**config.mk**
```make
export PLATFORM = sky130hd
export DESIGN_NAME = apms_seq
export DESIGN_NICKNAME = d
export VERILOG_FILES = /design/src/apms_sync.v /design/src/apms_seq.v
export VERILOG_INCLUDE_DIRS = /design/src
export SDC_FILE = /design/constraint.sdc
export NUM_CORES = 1
export LEC_CHECK = 0
export ABC_AREA = 1
export BUFFER_PORTS_ARGS = -buffer_cell sky130_fd_sc_hd__buf_2
export CAP_MARGIN = 20
export CORE_MARGIN = 2
export CORE_UTILIZATION = 60
export CTS_CLUSTER_DIAMETER = 30
export DETAILED_ROUTE_END_ITERATION = 16
export PLACE_DENSITY = 0.92
export SLEW_MARGIN = 20
export SYNTH_ARGS = -nofsm -noshare
export SYNTH_HDL_FRONTEND = slang
export SYNTH_HIERARCHICAL = 1
export SYNTH_SLANG_ARGS = --single-unit
```
**constraint.sdc**
```tcl
create_clock -name ref_clk -period 3.3 [get_ports ref_clk]
set_input_delay 0.66 -clock ref_clk [delete_from_list [all_inputs] [get_ports ref_clk]]
set_output_delay 0.66 -clock ref_clk [all_outputs]
set_load 0.02 [all_outputs]
```
**src/apms_consts.vh**
```
`ifndef APMS_CONSTS_VH
`define APMS_CONSTS_VH
// Power mode encodings {power_bit_high, power_bit_low}.
`define APMS_PM_NORMAL 2'h3
`define APMS_PM_FULL_SHDN 2'h2
`define APMS_PM_AUTO_SHDN 2'h1
`define APMS_PM_AUTO_STBY 2'h0
// Control word layout within the 12 captured bits (bit 11 is the update flag).
`define APMS_CTL_WRITE 11
`define APMS_CTL_CYCLE 10
`define APMS_CTL_ADDR_MSB 9
`define APMS_CTL_ADDR_LSB 6
`define APMS_CTL_PM_HI 5
`define APMS_CTL_PM_LO 4
`define APMS_CTL_LIST 3
`define APMS_CTL_KEEPER 2
// Control register and channel list reset values.
`define APMS_CTL_RESET 12'hFF0
`define APMS_CHLIST_RESET 16'h0000
// Transfer edge counts.
`define APMS_CTL_BITS 5'h0C
`define APMS_TRACK_EDGE 5'h0E
`define APMS_WORD_BITS 5'h10
// Wake-up time in nanoseconds and clock period.
`define APMS_WAKE_NS 1000
`define APMS_CLK_NS 25
`define APMS_WAKE_CYC ((`APMS_WAKE_NS + `APMS_CLK_NS - 1) / `APMS_CLK_NS)
`endif

```
**src/apms_sync.v**
```verilog
`timescale 1ns/1ps
`include "apms_consts.vh"
// Two-flop synchroniser; the first stage feeds only the second.
module apms_sync (
    input wire ref_clk,
    input wire arst_n,
    input wire clk_en,
    input wire din,
    output reg dout
);
    reg meta_q;

    // Reset to high matches the idle level of chip select and clock.
    always @(posedge ref_clk or negedge arst_n) begin
        if (!arst_n) begin
            meta_q <= 1'b1;
            dout <= 1'b1;
        end else if (clk_en) begin
            meta_q <= din;
            dout <= meta_q;
        end
    end
endmodule

```
**src/apms_seq.v**
```verilog
`timescale 1ns/1ps
`include "apms_consts.vh"
//Contract
// Power bits select mode: 11 normal, 10 full shutdown, 01 auto shutdown, 00 standby.
// Chip select falling edge holds the track-and-hold and starts a conversion.
// First 12 serial input bits load control register only if update flag set.
// After a write with auto-cycle 0 and list 1, load 16 bits into list.
// Stay powered after conversion only if that write kept both power bits 1.
// A conversion and readout takes sixteen serial clocks; host supplies all.
// In normal mode tracking resumes on the 14th serial clock falling edge; in list frames the code waits for chip select rise.
// Host may idle chip select high or low between conversions.
// Host waits the quiet interval before the next chip select fall.
// Full shutdown powers down, keeps control, stays until power bits change.
// Wake from full shutdown starts at chip select rise; track on edge 14.
// Host waits power-up time after commanding a wake from full shutdown.
// Auto shutdown powers down at each conversion end, holding the sample.
// From auto shutdown wake on chip select fall, needing 1 us.
// In auto modes host precedes valid conversions with a dummy transfer.
// Auto standby partly powers down, keeps bias, wakes on chip select fall.
// After power-up the mode may be any; control contents are undefined.
// Host runs two held-high transfers then writes configuration in the third.
// Host writes the channel list no earlier than the fourth conversion cycle.
// Host may skip the second dummy when targeting normal or full shutdown.
// Output word holds four channel tag bits then the 12-bit result.
// Update flag is the incoming MSB; control captured on first 12 falls.
// With keeper bit 0 the output is released on the 16th falling edge.
// A new power mode is pending until the current conversion ends.
module apms_seq (
    input wire ref_clk,
    input wire arst_n,
    input wire clk_en,
    input wire cs_n,
    input wire sclk,
    input wire sdi,
    input wire [11:0] result,
    output reg sdo_o,
    output reg sdo_oe,
    output reg track_q,
    output reg [1:0] mode_q,
    output reg bias_on_q,
    output reg core_on_q,
    output reg wake_ready_q,
    output reg [11:0] ctl_q,
    output reg [15:0] chlist_q,
    output reg [3:0] chan_q,
    output reg conv_done_q
);
    // Synchronised pins and the history that turns them into edges.
    wire cs_s;
    wire sclk_s;
    reg cs_d1_q;
    reg sclk_d1_q;
    reg [4:0] edge_q;
    reg [15:0] shift_q;
    reg [15:0] out_q;
    reg list_arm_q;
    reg list_now_q;
    reg [1:0] pend_q;
    reg [5:0] wake_q;
    reg active_q;
    wire cs_fall = cs_d1_q & ~cs_s;
    wire cs_rise = ~cs_d1_q & cs_s;
    wire sclk_fall = sclk_d1_q & ~sclk_s & active_q;
    wire sdi_s;
    wire [15:0] shift_d = {shift_q[14:0], sdi_s};

    // All three pins share the same two-flop delay, so data and clock stay aligned.
    apms_sync u_cs (.ref_clk(ref_clk), .arst_n(arst_n), .clk_en(clk_en), .din(cs_n),
        .dout(cs_s));
    apms_sync u_sclk (.ref_clk(ref_clk), .arst_n(arst_n), .clk_en(clk_en), .din(sclk),
        .dout(sclk_s));
    apms_sync u_sdi (.ref_clk(ref_clk), .arst_n(arst_n), .clk_en(clk_en), .din(sdi),
        .dout(sdi_s));

    // Edge history registers for the synchronised pins.
    always @(posedge ref_clk or negedge arst_n) begin
        if (!arst_n) begin
            cs_d1_q <= 1'b1;
            sclk_d1_q <= 1'b1;
        end else if (clk_en) begin
            cs_d1_q <= cs_s;
            sclk_d1_q <= sclk_s;
        end
    end

    // Transfer framing: edges are counted only while chip select is low.
    // The count stops at 16, so surplus clocks in a long frame change nothing.
    always @(posedge ref_clk or negedge arst_n) begin
        if (!arst_n) begin
            active_q <= 1'b0;
            edge_q <= 5'h00;
            shift_q <= 16'h0000;
        end else if (clk_en) begin
            if (cs_fall) begin
                active_q <= 1'b1;
                edge_q <= 5'h00;
            end else if (cs_rise) begin
                active_q <= 1'b0;
            end else if (sclk_fall && edge_q != `APMS_WORD_BITS) begin
                edge_q <= edge_q + 5'h01;
                shift_q <= shift_d;
            end
        end
    end

    // Control and channel-list capture. A write during a list transfer goes to the
    // list only, so the control word is not disturbed by list data.
    always @(posedge ref_clk or negedge arst_n) begin
        if (!arst_n) begin
            ctl_q <= `APMS_CTL_RESET;
            chlist_q <= `APMS_CHLIST_RESET;
            list_arm_q <= 1'b0;
            list_now_q <= 1'b0;
        end else if (clk_en) begin
            if (cs_fall) begin
                list_now_q <= list_arm_q;
                list_arm_q <= 1'b0;
            end else if (sclk_fall && !list_now_q && edge_q == `APMS_CTL_BITS - 5'h01) begin
                if (shift_d[11]) begin
                    ctl_q <= shift_d[11:0];
                    list_arm_q <= ~shift_d[`APMS_CTL_CYCLE] & shift_d[`APMS_CTL_LIST];
                end
            end else if (sclk_fall && list_now_q && edge_q == `APMS_WORD_BITS - 5'h01) begin
                chlist_q <= shift_d;
            end
        end
    end

    // Power mode: new bits wait as pending until the conversion ends at chip select rise.
    always @(posedge ref_clk or negedge arst_n) begin
        if (!arst_n) begin
            mode_q <= `APMS_PM_NORMAL;
            pend_q <= `APMS_PM_NORMAL;
            conv_done_q <= 1'b0;
        end else if (clk_en) begin
            conv_done_q <= cs_rise & (edge_q == `APMS_WORD_BITS);
            pend_q <= {ctl_q[`APMS_CTL_PM_HI], ctl_q[`APMS_CTL_PM_LO]};
            if (cs_rise) begin
                mode_q <= pend_q;
            end
        end
    end

    // Power state. Auto modes sleep at conversion end and wake on chip select fall;
    // full shutdown only leaves when the mode changes, starting at chip select rise.
    always @(posedge ref_clk or negedge arst_n) begin
        if (!arst_n) begin
            core_on_q <= 1'b1;
            bias_on_q <= 1'b1;
            wake_q <= 6'h00;
            wake_ready_q <= 1'b1;
        end else if (clk_en) begin
            if (cs_rise) begin
                core_on_q <= (pend_q == `APMS_PM_NORMAL);
                bias_on_q <= (pend_q != `APMS_PM_FULL_SHDN)
                    && (pend_q != `APMS_PM_AUTO_SHDN);
                if (pend_q == `APMS_PM_NORMAL && !core_on_q) begin
                    wake_q <= 6'h00;
                    wake_ready_q <= 1'b0;
                end
            end else if (cs_fall && mode_q != `APMS_PM_NORMAL
                    && mode_q != `APMS_PM_FULL_SHDN) begin
                core_on_q <= 1'b1;
                bias_on_q <= 1'b1;
                wake_q <= 6'h00;
                wake_ready_q <= 1'b0;
            end else if (!wake_ready_q) begin
                if (wake_q == `APMS_WAKE_CYC - 1) begin
                    wake_ready_q <= 1'b1;
                end else begin
                    wake_q <= wake_q + 6'h01;
                end
            end
        end
    end

    // Track-and-hold: hold on chip select fall, track on the 14th falling edge,
    // except during list writes, where it waits for chip select rise.
    // A conversion that ends in a low-power mode leaves the sample held, because
    // nothing is powered to track with until the next wake.
    always @(posedge ref_clk or negedge arst_n) begin
        if (!arst_n) begin
            track_q <= 1'b1;
        end else if (clk_en) begin
            if (cs_fall) begin
                track_q <= 1'b0;
            end else if (sclk_fall && edge_q == `APMS_TRACK_EDGE - 5'h01 && !list_now_q
                    && (core_on_q || pend_q == `APMS_PM_NORMAL)) begin
                track_q <= 1'b1;
            end else if (cs_rise && pend_q != `APMS_PM_NORMAL) begin
                track_q <= 1'b0;
            end else if (cs_rise && list_now_q) begin
                track_q <= 1'b1;
            end
        end
    end

    // Serial output: tag then result, first bit on chip select fall.
    // The word is taken whole at the fall, so a result changing mid-frame cannot tear it.
    always @(posedge ref_clk or negedge arst_n) begin
        if (!arst_n) begin
            out_q <= 16'h0000;
            sdo_o <= 1'b0;
            sdo_oe <= 1'b0;
            chan_q <= 4'h0;
        end else if (clk_en) begin
            if (cs_fall) begin
                chan_q <= ctl_q[`APMS_CTL_ADDR_MSB:`APMS_CTL_ADDR_LSB];
                out_q <= {ctl_q[`APMS_CTL_ADDR_MSB:`APMS_CTL_ADDR_LSB], result};
                sdo_o <= ctl_q[`APMS_CTL_ADDR_MSB];
                sdo_oe <= 1'b1;
            end else if (sclk_fall) begin
                out_q <= {out_q[14:0], 1'b0};
                sdo_o <= out_q[14];
                if (edge_q == `APMS_WORD_BITS - 5'h01) begin
                    sdo_oe <= ctl_q[`APMS_CTL_KEEPER];
                end
            end
        end
    end
endmodule

```
* Yosys cells after proc, flatten, opt, wreduce, memory -nomap -nowiden
Cells that the tools add are included.
** Word-level totals
- Input bits :: 18
- Output and inout bits :: 41
- Word-level logic and storage cells :: 129
- Flip-flop bits (word level) :: 94
** Operators by class
- Equal/unequal tests :: 16
- $add $sub $neg :: 2
- Multiplexer cells :: 32
- Bitwise logic cells :: 13
- Reductions and logical operators :: 39
** Operator list (number)
- two-way mux 15 bit :: 2
- two-way mux 6 bit :: 5
- two-way mux 1 bit :: 22
- AND reduction 4 bit :: 4
- == test 5 x 4 -> 1 bit, second input constant :: 3
- two-way mux 5 bit :: 3
- logical AND 1 bit :: 14
- AND reduction 2 bit :: 7
- nonzero test 2 bit :: 7
- inequality test 2 bit, second input constant :: 5
- AND reduction 3 bit :: 3
- NOT 1 bit :: 7
- adder 6 x 1 -> 6 bit, second input constant :: 1
- AND 1 bit :: 6
- == test 6 bit, second input constant :: 1
- adder 5 x 1 -> 5 bit, second input constant :: 1
- == test 5 bit, second input constant :: 1
- inequality test 5 bit, second input constant :: 1
- inequality test 2 x 1 -> 1 bit, second input constant :: 2
- nonzero test 4 bit :: 1
- inequality test 3 x 1 -> 1 bit, second input constant :: 1
- inequality test 3 bit, second input constant :: 1
- == test 2 bit, second input constant :: 1
- zero test 1 bit :: 2
- logical OR 1 bit :: 1

* Depth between registers and ports, before layout
- Depth after elaboration :: 8
- Depth in mapped cells :: 10
- Mapped depth without buffers :: 10

* By module
Netlist, hierarchy kept.
** By module, submodules not included
- apms_seq :: seq. area each 2223.4 sq um, area an instance 4011.3 sq um, cells an instance 436, instances 1
- apms_sync :: seq. area each 52.6 sq um, area an instance 78.8 sq um, cells an instance 9, instances 3

* Worst setup path before layout
No wires, ideal clock.
- Path kind :: reg2reg
- From :: reg u_cs.dout
- To :: reg wake_q[5]
- Path slack :: 1.770 ns
- Data required time :: 3.183 ns
- Buffers on the path :: 0
- Clock period less this slack :: 1.530 ns
- Library setup time :: 0.117 ns
- Stages on the path, launching flop included :: 11
- Arrival :: 1.413 ns
- Cell sequence :: dfstp_2 inv_1 ha_1 inv_2 nor2_2 inv_2 nand2_2 nand2_2 nand2_1 nand2_1 nand2_1
** On the way
- Word-level cells in the longest chain between the ends :: 6
- Elaborated cells on any way between the ends :: 11
- Classes of those cells :: eq/ne (3); mux (2); bitwise (3); reduce/logical (3)
** RTL lines
- start: declaration :: line apms_sync.v:9 : output reg dout
- start signal: assignment :: line apms_sync.v:20 : dout <= meta_q;
- NOT 1 bit * :: line apms_seq.v:61 : wire cs_fall = cs_d1_q & ~cs_s;
- AND 1 bit * :: line apms_seq.v:61
- net cs_fall :: line apms_seq.v:61
- logical AND 1 bit (no line) * (2 in a row)
- inequality test 3 bit (no line) (tied with other cells)
- AND reduction 4 bit (no line) / two-way mux 6 bit (equally long branches)
- end signal: assignment :: line apms_seq.v:171 : wake_q <= wake_q + 6'h01;
- end: declaration :: line apms_seq.v:59 : reg [5:0] wake_q;
Mark *: on every way through the listed nets, which the timed path passes. The rest lies on a longest branch.
A chain may end at the register's enable or synchronous reset.

* Worst setup path after layout
- From :: reg u_cs.dout
- To :: reg chlist_q[5]
** On the way
- Word-level cells in the longest chain between the ends :: 4
** RTL lines
- NOT 1 bit :: line apms_seq.v:61
- AND 1 bit :: line apms_seq.v:61
- net cs_fall :: line apms_seq.v:61
- NOT 1 bit (no line)
- AND reduction 4 bit (no line)
- end signal: assignment :: line apms_seq.v:111 : chlist_q <= `APMS_CHLIST_RESET;
- end signal: assignment :: line apms_seq.v:124 : chlist_q <= shift_d;
- end: declaration :: line apms_seq.v:44 : output reg [15:0] chlist_q,
The timed path passes the listed nets, and every way through them passes these cells.

==> flow_summary.yaml <==
clocking:
  ctsHoldBuffers: 0
  cts_buffer_depth: 2
  clk_transition_reported_paths_ns: 0.11
  clock_latency_ns: 0.37
  root_buffer: "clkbuf_8"
  cts_tree: "yes"
  post_cts_buffers: 0
  cts_max_level: 3
  numCtsBuffers: 9
  cts.sinks: 94
  post_cts_resized: 0
synth:
  yosys_warnings: 6
  ys_top_cells_by_count: "138 x nand2_1, 71 x dfrtp_1, 42 x inv_1, 28 x nor2_1, 28 x o21ai_0"
  syn_avg_cell_area_sq_um: 9.17
  synth.most_common_cell: "nand2_1"
  synth_top_area_share_pct: 41.8
  syn_inst: 463
  ys_seq_area_share_pct: 56.1
  syn_nets: 489
  ys_ff_latch: 94
  yosys.cell_types.count: 37
  synth_edf_count: 0
  synth-main-ff-cell: "dfrtp_1"
  synthArstFlopShare_pct: 100
  netlist_area_sq_um: 4250
  synth.largest_area_cell: "dfrtp_1"
  synth.area.top_cells: "dfrtp_1 42%, dfstp_2 14%, nand2_1 12%"
power_and_ir_drop:
  ir_drop_mv: 0.297
  powerDensity_nw_per_um2: 551
  leakage_uw: 0.00232
sta:
  fin_skew_ns: 0.0153
  slew_headroom_pct: 47.0
  setup_viol: 0
  worst_slew_pin_slew_ns: 0.793
  finalCritPeriodShare_pct: 76.1
  post-route-min-period_ns: 2.51
  tns_ns: 0
  finalMaxSlewViolations: 0
  rsz0062_at_grt: "false"
  max_freq_ghz: 0.398
  final-hold-violation-count: 0
drt:
  drc: 0
  first_pass_iters: 4
  detail-route-antenna-nets: 0
  drt_iter0_markers: 270
  vias_per_cell: 5.38
  avgRoutedWirePerCell_um: 14.1
  drt-total-wl_um: 8660
  vias: 3301
die:
  ioPinCount: 59
  rows: 30
  die_h_um: 88.1
  core_area_sq_um: 6830
  start_util_pct: 62.2
  die_w_um: 88.1
  dieArea_sq_um: 7770
global_routing:
  grt_pass1_wl_um: 14500
  grt.total_usage_pct: 24.1
  gr-total-overflow: 0
  antenna_found_initial: 0
  grt_max_degree: 55
  grt_pass1_vias: 3162
layout:
  drive_above_1_share_pct: 25.9
  n_antenna_cell: 0
  finalNetCount: 539
  area_growth_pct: 12.1
  utilization_pct: 69.7
setup_path:
  critical_path_arrival_ns: 2.75
  end_kind: "flip-flop"
  r2r-end: "chlist_q[5]"
  ff2ff_path_depth: 6
  crit_path_start_kind: "flip-flop"
  r2r_slack_ns: 0.79
  r2r_start: "u_cs/dout"
  cp_max_fo: 32
  cp.required_ns: 3.54
  critPathKind: "reg2reg"
placed_design:
  dp_hpwl_um: 5970
  gp_congestion: 0.883
  port_buffers: 57
flow_run:
  max-cap-violations: 0
hold_path:
  hold_path_class: "in2async"
outcome:
  status: "completed"
layout by cell type, fill, tap and decap left out, types with 2 or more instances in the layout:
cell      count
a21oi_1       3
a31oi_1      16
buf_2        56
buf_4         2
clkbuf_8      9
dfrtp_1      71
dfstp_2      23
ha_1          8
inv_1        42
inv_2         2
inv_6         2
inv_8         4
mux2_2        5
nand2_1     138
nand2_2       5
nand3_1      19
nand4_1       2
nor2_1       28
nor2_2        2
o21ai_0      28
o21ai_1      20
o21ai_2      11
or2_2         3
xor2_1        3
layout make-up:
class / instances / area (sq um)
Sequential cell: 94 / 2380
Fill cell: 523 / 2070
Multi-Input combinational cell: 304 / 1580
Timing Repair Buffer: 59 / 315
Inverter: 45 / 171
Clock buffer: 9 / 124
Tap cell: 96 / 120
Clock inverter: 7 / 71.3
layer usage:
layer / track usage, % / wire [um] / vias up
met5: 0 / 0 / -
met4: 11.6 / 216 / 0
met3: 4.24 / 301 / 19
met2: 38.6 / 4260 / 72
met1: 32.1 / 3880 / 1622
li1: - / - / 1588
how the worst max path moves through the flow:
stage / slack [ns] / endpoint / cells after the start / startpoint
final: 0.79 / chlist_q[5] / 6 / u_cs/dout
after global routing: 0.54 / chlist_q[5] / 6 / u_cs/dout
after CTS: 0.78 / chlist_q[5] / 6 / u_cs/dout
after detailed placement: 0.84 / chlist_q[3] / 6 / u_cs/dout
after global placement: 0.96 / chlist_q[15] / 5 / u_cs/dout
after floorplan: 1.77 / wake_q[5] / 10 / u_cs/dout
registers in the layout, summed over array words and instances (netlist names), 2 cells and up:
register and count:
shift_q 15, chlist_q 16, pend_q 2, ctl_q 11, mode_q 2, wake_q 6
edge_q 5, chan_q 4, out_q 15
kinds of logic (layout without fill, tap and decap cells):
| logic type | Yosys count | count (layout) | synth area share (%) |
|---|---|---|---|
| flip-flops | 94 | 94 | 56.1 |
| AO/OA/AOI/OAI | 81 | 81 | 11.2 |
| multiplexers | 5 | 5 | 1.33 |
| AND/OR/NAND/NOR | 206 | 206 | 21.4 |
| adder cells (fa/ha/maj) | 8 | 8 | 2.36 |
| XOR/XNOR | 3 | 3 | 0.619 |
| buffers and inverters | 65 | 120 | 6.98 |
| other | 1 | 1 | 0.0883 |
critical path, stage by stage, from the launching register on:
cell	delay [ns]
dfstp_2	0.57
inv_1	0.05
ha_1	0.46
inv_2	0.25
nand4_2	0.65
nand2_1	0.30
o21ai_1	0.10
where the power goes:
| part | internal, uW | leakage (uW) | switching [uW] |
|---|---|---|---|
| clock | 302 | 0.000102 | 456 |
| combinational | 164 | 0.00105 | 271 |
| sequential | 1310 | 0.00117 | 123 |
| total | 1770 | 0.00232 | 850 |
stage by stage:
step	power (uW)	cells	hold slack, ns	instance area (sq um)	setup WS, ns
6_report	2630	614	0.268	4760	0.790
5_1_grt	2760	614	0.301	4760	0.543
4_1_cts	2630	614	0.281	4750	0.776
3_5_place_dp	1880	598	0.451	4560	0.838
3_3_place_gp	1840	598	0.445	4560	0.961
2_1_floorplan	1750	463	0.364	4250	1.77
No activity file was read; power rests on OpenSTA's default activity.
